`src/core/dn_cfg.svh`:
```
// constants of the luma denoise filter
`ifndef DN_CFG_SVH
`define DN_CFG_SVH
`define HIST_MID        8'h80
`define HIST_FULL       9'h100
`define TEMP_ROUND      17'h00080
`define TEMP_SHIFT      8
`define SPAT_SHIFT      11
`define BLEND_SHIFT     10
`define TILE_PIXELS     5'h10
`define BLK_PIX_DI      8'h40
`define BLK_PIX_DN      8'h80
`define CENTRE_TAP      4
`define TDIFF_MAX6      8'h3F
`define NB_RECIP_LUT    12'h800, 12'h400, 12'h2AA, 12'h200, 12'h199, \
                        12'h155, 12'h124, 12'h100, 12'h0E3
`define BLEND_RECIP_LUT 11'h400, 11'h200, 11'h155, 11'h100, 11'h0CD, 11'h0AB, \
                        11'h092, 11'h080, 11'h072, 11'h066, 11'h05D, 11'h055, \
                        11'h04F, 11'h049, 11'h044, 11'h040
`endif

```
`src/core/dn_pkg.sv`:
```
// types of the luma denoise filter
`default_nettype none
package dn_pkg;
  typedef enum logic [3:0] {
    FMT_NV12, FMT_UYVY, FMT_YUY2, FMT_YV12, FMT_I420, FMT_IMC3, FMT_IMC4, FMT_NV11, FMT_P208
  } layout_t;
  typedef struct packed {
    logic [15:0][7:0] cur;
    logic [15:0][7:0] prev;
    logic [7:0]       history;
  } tile_in_t;
  typedef struct packed {
    logic [8:0][7:0] nbr;
    logic [7:0]      prev;
  } pix_in_t;
  typedef struct packed {
    logic [7:0] luma;
    logic       last;
  } pix_out_t;
  typedef struct packed {
    logic            tile_loaded;
    logic            motion;
    logic [7:0]      hist;
    logic [4:0]      pix_left;
    logic [7:0]      blk_cnt;
    logic            hist_wr;
    pix_out_t [1:0]  fifo;
    logic [1:0]      fifo_cnt;
    logic            out_vld;
    logic            pix_rdy;
    logic            tile_rdy;
    logic            fmt_bad;
    logic            chroma_dbl;
  } state_t;
endpackage : dn_pkg
`default_nettype wire

```
`src/core/video_luma_denoise_filter.sv`:
```
// luma denoise: tile statistics, history update, per-pixel filter, output buffer
`include "dn_cfg.svh"
`default_nettype none
module video_luma_denoise_filter import dn_pkg::*; (
  input  wire logic       clk,
  input  wire logic       sys_rst,
  input  wire logic       ce,
  input  wire logic       deinterlace_enable,
  input  wire logic       noise_reduce_enable,
  input  wire layout_t    layout,
  input  wire logic [11:0] motion_sum_threshold,
  input  wire logic [4:0] motion_count_threshold,
  input  wire logic [11:0] signed_sum_threshold,
  input  wire logic [12:0] complexity_threshold,
  input  wire logic [5:0] pixel_motion_threshold,
  input  wire logic [5:0] pixel_low_threshold,
  input  wire logic [7:0] neighbour_match_threshold,
  input  wire logic [7:0] history_max,
  input  wire logic [7:0] history_delta,
  input  wire logic       tile_valid,
  output logic            tile_ready,
  input  wire tile_in_t   tile_in,
  input  wire logic       pix_valid,
  output logic            pix_ready,
  input  wire pix_in_t    pix_in,
  output logic            out_valid,
  input  wire logic       out_ready,
  output pix_out_t        out_data,
  output logic            hist_wr_valid,
  output logic [7:0]      hist_wr_data,
  output logic            layout_unsupported,
  output logic            chroma_vertical_double
);
  localparam logic [11:0] NB_LUT [9]  = '{`NB_RECIP_LUT};
  localparam logic [10:0] BL_LUT [16] = '{`BLEND_RECIP_LUT};

  function automatic logic [7:0] absd(input logic [7:0] a, input logic [7:0] b);
    absd = (a >= b) ? (a - b) : (b - a);
  endfunction : absd

  function automatic logic [7:0] avg(input logic [7:0] a, input logic [7:0] b);
    logic [8:0] s;
    s = {1'b0, a} + {1'b0, b};
    avg = s[8:1];
  endfunction : avg

  state_t s;
  state_t next_s;

  logic        tile_fire, pix_fire, pop, push, mot_c, ovr_c;
  logic [11:0] stad_c, cpx_h, cpx_v;
  logic [12:0] cpx_c;
  logic [4:0]  mcnt_c;
  logic signed [12:0] ssum_c;
  logic [11:0] tasd_c;
  logic [7:0]  newh_c;
  logic [7:0]  tdiff, tt_c, sp_c, bmax, bmin, out_c;
  logic [3:0]  good_c;
  logic [11:0] gsum;
  logic [23:0] sp_prod;
  logic [16:0] tt_acc;
  logic [5:0]  t6;
  logic [4:0]  span;
  logic [11:0] ws;
  logic [12:0] wt;
  logic [12:0] bacc;
  logic [23:0] bprod;
  logic [7:0]  blk_size;
  pix_out_t    item;

  assign tile_fire = tile_valid && s.tile_rdy;
  assign pix_fire  = pix_valid && s.pix_rdy;
  assign pop       = s.out_vld && out_ready;
  assign push      = pix_fire;
  // block size sent to the shader cores per field
  assign blk_size  = deinterlace_enable ? `BLK_PIX_DI : `BLK_PIX_DN;

  // tile statistics from the interleaved 4x4 of both fields
  always_comb begin
    logic [7:0] d;
    d      = '0;
    stad_c = '0;
    mcnt_c = '0;
    ssum_c = '0;
    cpx_h  = '0;
    cpx_v  = '0;
    for (int i = 0; i < 16; i++) begin
      d      = absd(tile_in.cur[i], tile_in.prev[i]);
      stad_c = stad_c + 12'(d);
      if (d >= 8'(pixel_motion_threshold)) mcnt_c = mcnt_c + 5'h01;
      ssum_c = ssum_c + 13'(signed'({1'b0, tile_in.cur[i]}))
                      - 13'(signed'({1'b0, tile_in.prev[i]}));
      if (i % 4 != 3) cpx_h = cpx_h + 12'(absd(tile_in.cur[i], tile_in.cur[i + 1]));
      if (i < 12)     cpx_v = cpx_v + 12'(absd(tile_in.cur[i], tile_in.cur[i + 4]));
    end
    tasd_c = ssum_c[12] ? 12'(-ssum_c) : ssum_c[11:0];
    cpx_c  = 13'(cpx_h) + 13'(cpx_v);
  end

  // history update; override applies after the static update
  always_comb begin
    mot_c = (stad_c >= motion_sum_threshold) || (mcnt_c > motion_count_threshold);
    ovr_c = (12'(tasd_c) > signed_sum_threshold) && (cpx_c < complexity_threshold);
    if (mot_c) begin
      newh_c = (tile_in.history >= `HIST_MID) ? (tile_in.history >> 1) : 8'h00;
    end else if (tile_in.history < `HIST_MID) begin
      newh_c = `HIST_MID;
    end else if (tile_in.history < history_max) begin
      newh_c = (9'(tile_in.history) + 9'(history_delta) > 9'h0FF) ? 8'hFF
             : tile_in.history + history_delta;
    end else begin
      newh_c = tile_in.history;
    end
    if (!mot_c && ovr_c) newh_c = `HIST_MID;
  end

  // per-pixel temporal, spatial and blend path, unsigned 8-bit in and out
  always_comb begin
    logic [7:0] c;
    c     = pix_in.nbr[`CENTRE_TAP];
    tdiff = absd(c, pix_in.prev);
    t6    = (tdiff > `TDIFF_MAX6) ? 6'h3F : tdiff[5:0];
    tt_acc = 17'(s.hist) * 17'(c) + 17'(`HIST_FULL - 9'(s.hist)) * 17'(pix_in.prev)
           + `TEMP_ROUND;
    tt_c  = tt_acc[`TEMP_SHIFT +: 8];
    bmax  = c;
    bmin  = c;
    good_c = '0;
    gsum  = '0;
    for (int k = 0; k < 9; k++) begin
      if (pix_in.nbr[k] > bmax) bmax = pix_in.nbr[k];
      if (pix_in.nbr[k] < bmin) bmin = pix_in.nbr[k];
      if (k == `CENTRE_TAP || absd(pix_in.nbr[k], c) < neighbour_match_threshold) begin
        good_c = good_c + 4'h1;
        gsum   = gsum + 12'(pix_in.nbr[k]);
      end
    end
    sp_prod = 24'(gsum + 12'(good_c >> 1)) * 24'(NB_LUT[good_c - 4'h1]);
    sp_c    = sp_prod[`SPAT_SHIFT +: 8];
    if (tt_c >= bmax) tt_c = avg(tt_c, bmax);
    if (tt_c < bmin)  tt_c = avg(tt_c, bmin);
    span  = 5'(pixel_motion_threshold - pixel_low_threshold);
    ws    = 12'(sp_c) * 12'(t6 - pixel_low_threshold);
    wt    = 13'(tt_c) * 13'(pixel_motion_threshold - t6);
    bacc  = 13'(ws) + wt + 13'(span >> 1);
    bprod = 24'(bacc) * 24'(BL_LUT[4'(span - 5'h01)]);
    if (!noise_reduce_enable) begin
      out_c = c;
    end else if (6'(tdiff) >= pixel_motion_threshold || tdiff > `TDIFF_MAX6 || s.motion) begin
      out_c = sp_c;
    end else if (t6 < pixel_low_threshold) begin
      out_c = tt_c;
    end else begin
      out_c = bprod[`BLEND_SHIFT +: 8];
    end
  end

  // next state: tile load, pixel consume, two-entry output buffer
  always_comb begin
    next_s = s;
    next_s.hist_wr = 1'b0;
    item.luma = out_c;
    item.last = (s.blk_cnt == blk_size - 8'h01);
    if (tile_fire) begin
      next_s.tile_loaded = 1'b1;
      next_s.motion      = mot_c;
      next_s.hist        = newh_c;
      next_s.hist_wr     = 1'b1;
      next_s.pix_left    = `TILE_PIXELS;
    end
    if (pix_fire) begin
      next_s.pix_left = s.pix_left - 5'h01;
      if (s.pix_left == 5'h01) next_s.tile_loaded = 1'b0;
      next_s.blk_cnt  = item.last ? 8'h00 : s.blk_cnt + 8'h01;
    end
    if (pop) begin
      next_s.fifo[0]  = s.fifo[1];
      next_s.fifo_cnt = s.fifo_cnt - 2'h1;
    end
    if (push) begin
      next_s.fifo[next_s.fifo_cnt[0]] = item;
      next_s.fifo_cnt = next_s.fifo_cnt + 2'h1;
    end
    next_s.out_vld  = (next_s.fifo_cnt != 2'h0);
    next_s.pix_rdy  = next_s.tile_loaded && (next_s.fifo_cnt != 2'h2);
    next_s.tile_rdy = !next_s.tile_loaded;
    next_s.fmt_bad  = (layout == FMT_NV11) || (layout == FMT_P208) || (layout > FMT_P208);
    next_s.chroma_dbl = (layout == FMT_NV12) || (layout == FMT_YV12) || (layout == FMT_I420)
                     || (layout == FMT_IMC3) || (layout == FMT_IMC4);
  end

  always_ff @(posedge clk or posedge sys_rst) begin
    if (sys_rst) begin
      s <= '0;
    end else if (ce) begin
      s <= next_s;
    end
  end

  assign tile_ready             = s.tile_rdy;
  assign pix_ready              = s.pix_rdy;
  assign out_valid              = s.out_vld;
  assign out_data               = s.fifo[0];
  assign hist_wr_valid          = s.hist_wr;
  assign hist_wr_data           = s.hist;
  assign layout_unsupported     = s.fmt_bad;
  assign chroma_vertical_double = s.chroma_dbl;
endmodule : video_luma_denoise_filter
`default_nettype wire

```
`config.mk`:
```
export PLATFORM = sky130hd
export DESIGN_NAME = video_luma_denoise_filter
export DESIGN_NICKNAME = d
export VERILOG_FILES = /design/src/core/dn_pkg.sv /design/src/core/video_luma_denoise_filter.sv
export VERILOG_INCLUDE_DIRS = /design/src /design/src/core
export SDC_FILE = /design/constraint.sdc
export NUM_CORES = 2
export LEC_CHECK = 0
export ABC_AREA = 1
export BUFFER_PORTS_ARGS = -buffer_cell sky130_fd_sc_hd__buf_2
export CAP_MARGIN = 10
export CORE_MARGIN = 5
export CORE_UTILIZATION = 28
export DETAILED_ROUTE_END_ITERATION = 6
export PLACE_DENSITY = 0.4
export SETUP_SLACK_MARGIN = 0.05
export SLEW_MARGIN = 20
export SYNTH_ARGS = -nofsm -noshare
export SYNTH_HDL_FRONTEND = slang
export SYNTH_SLANG_ARGS = --single-unit
```
`constraint.sdc`:
```
create_clock -name clk -period 20 [get_ports clk]
set_input_delay 2 -clock clk [delete_from_list [all_inputs] [get_ports clk]]
set_output_delay 2 -clock clk [all_outputs]
set_load 0.05 [all_outputs]
```
==> results.ini <==
[synthesis]
yosysUniqueCellTypes=66
synth-edff-count=0
synth-seq-cells=49
avgSynthCellArea_um2=7.503
ys.flop_type=dfrtp_1
post_synth_inst_count=10080
seq_area_frac_synth_pct=1.621
ys_async_sr_fraction_pct=100.0
synth_fp_nets=13000
synthesis.area_mm2=0.07566
ys_warn_count=0

[sta]
rsz0062_at_grt=yes
worst_slack_ns=-6.031
setup_viol=16
fin_setup_tns_ns=-91.26
relSlewSlack_pct=24.64
clock.fmax_ghz=0.03842
worst-slew-pin-transition_ns=1.127
timing.final.crit_share_pct=130.2
finalClockSkew_ns=0.003025
slew_viol_final=0
finalHoldViolCount=0
min_period_ns=26.03

[die]
die_area_mm2=0.2807
start_util_pct=28.19
die_h_um=529.8
top_level_ports=457
dieWidth_um=529.8
num_rows=190
core_area_mm2=0.2684

[routing]
drt_iter0_drc=4960
drc=0
via_per_inst=4.780
routed_wl_mm=343.7
first_pass_iters=7
drtAntennaViolNets=0
vias=72090
avgRoutedWirePerCell_um=22.79

[run_status]
outcome=complete, but fails checks
failed_checks=negative setup slack

[cells_and_area]
instances_no_fill=15080
fin_util_pct=34.20
area_growth_syn_to_layout_pct=21.32
fin_nets=14420
fillerInstances=28780
final_common_cell=inv_1
final_cell_mix=inv_1, nand2_1, ha_1
fin_area_mm2=0.09179
drive_above_1_share_pct=16.80

[clocking]
insertion_delay_ns=0.29
htree_levels=2
cts_hold_buf=0
clockBufferDepth=2
cts.clk_slew.worst_paths_ns=0.07
cts_root_buf=clkbuf_16
numCtsBuffers=5
cts_tree=built
clock_sink_count=49

[worst_setup_path]
crit_type=primary input to flop
arrival_ns=26.22
end_kind=flop
r2r_start=hist_wr_data[0]
critPathSlowestCell=fa_1
cp_slowest_stage_delay_ns=0.54
cp_max_fo=5
startpoint_type=primary input
cp_common_cell=fa_1
crit_start=pix_in[8]
cp_data_required_time_ns=20.18

[min_path]
hp-start=s[30]
hp-class=flop to flop

[global_route]
grt_pass1_vias=73550
grt_pass1_wl_mm=495.1
grt.total_usage_pct=23.87
grt_max_degree=50
grt_overflow=0
antenna_found_initial=61

[placement]
gp_congestion=0.9662
place_hpwl_mm=298.6
numPortBuffers=456
dp.cells=14970
place_area_mm2=0.08975

[flow_run]
drv_cap=0

-- path summary, 6_finish.rpt --
path / cells after the start / slack, ns / endpoint
worst min-delay path: 1 / 0.47 / s[30]
max in group asynchronous: 3 / 17.67 / hist_wr_data[0]
worst max-delay path: 138 / -6.03 / out_data[8]
min in group asynchronous: 3 / 1.89 / s[33]
worst max register to register: 93 / 1.34 / out_data[8]
worst min register to register: 1 / 0.47 / s[30]
-- critical path: cells and delay by family --
family                     cells  cell delay, ns
xor gates and xnor gates      10            1.57
and+or+nand+nor               32            2.66
buffers and inverters         33            2.25
adders and majority gates     34           13.73
AOI/OAI and AO/OA             29            3.96
-- flip-flops by register name, summed over array words and instances, names as in the netlist --
name / flops
chroma_vertical_double: 1
hist_wr_data: 8
hist_wr_valid: 1
layout_unsupported: 1
out_data: 9
out_valid: 1
pix_ready: 1
s: 26
tile_ready: 1
-- per-stage QoR --
| stage | hold slack, ns | setup WS [ns] |
|---|---|---|
| global route | 0.5128 | -7.337 |
| finish | 0.4739 | -6.031 |
| floorplan | 0.4461 | -6.073 |
| detailed placement | 0.4699 | -7.599 |
| global placement | 0.4657 | -7.420 |
| CTS | 0.4834 | -6.202 |
-- synth_stat cells (14+ instances only) --
library cell	count	area, um^2
clkbuf_1	82	307.8
xnor2_1	178	1559
a211oi_1	62	465.5
a21o_1	39	292.8
or2_2	26	162.7
o221ai_1	34	297.8
nand3_1	236	1181
mux2_2	18	202.7
nand2_2	25	156.4
a221oi_1	53	464.2
a21boi_0	26	195.2
inv_2	14	52.55
o211ai_1	36	270.3
mux2i_1	61	610.6
o21bai_1	61	457.9
nand4_1	63	394.1
o21ai_1	40	200.2
ha_1	1495	18710
o21a_1	54	405.4
nand2_1	1726	6479
dfrtp_1	49	1226
a21oi_1	699	3498
xor2_1	364	3188
nor2_1	508	1907
nor3_1	50	250.2
inv_1	2301	8637
buf_4	24	180.2
fa_1	984	19700
o21ai_0	624	3123
-- cell families (layout without fill, tap and decap cells) --
| kind of cell | Yosys count | count (layout) | share of synthesized area [%] |
|---|---|---|---|
| and+or+nand+nor | 2669 | 2670 | 14.26 |
| adders and majority gates | 2479 | 2479 | 50.76 |
| buffers and inverters | 2452 | 3871 | 12.32 |
| AOI/OAI and AO/OA | 1813 | 1813 | 13.69 |
| muxes | 79 | 79 | 1.075 |
| xor gates and xnor gates | 542 | 542 | 6.274 |
| DFF | 49 | 49 | 1.621 |
| other | 0 | 26 | 0 |
-- metal layers --
| metal | wire length (um) | global-route usage [%] | vias up | part of all wire (%) |
|---|---|---|---|---|
| met5 | 330 | 0.4274 | - | 0.096 |
| met2 | 153900 | 38.71 | 1971 | 45 |
| met1 | 159200 | 33.36 | 34950 | 46 |
| li1 | - | - | 34740 | - |
| met4 | 11320 | 6.199 | 26 | 3.3 |
| met3 | 19020 | 3.147 | 410 | 5.5 |
-- cell type report --
cell class	count	area [um^2]	area share, %
tap	3552	4444	4.842
clock inverter	1	30.03	0.03271
sequential	49	1226	1.336
inverter	2327	8767	9.551
multi-input combinational	7583	66630	72.59
timing repair buffer	1536	10490	11.42
clock buffer	7	142.6	0.1554
antenna	26	65.06	0.07088
-- timing repair --
action                     4_1_cts  5_1_grt
gates cloned                     1        0
pin swaps                      155      130
setup buffers                   61       21
setup endpoints to repair       16       16
resized for setup              116      202
Power is left out: the tool's default activity adds up to more than one toggle a clock period on the data nets, which glitch-free logic cannot reach.
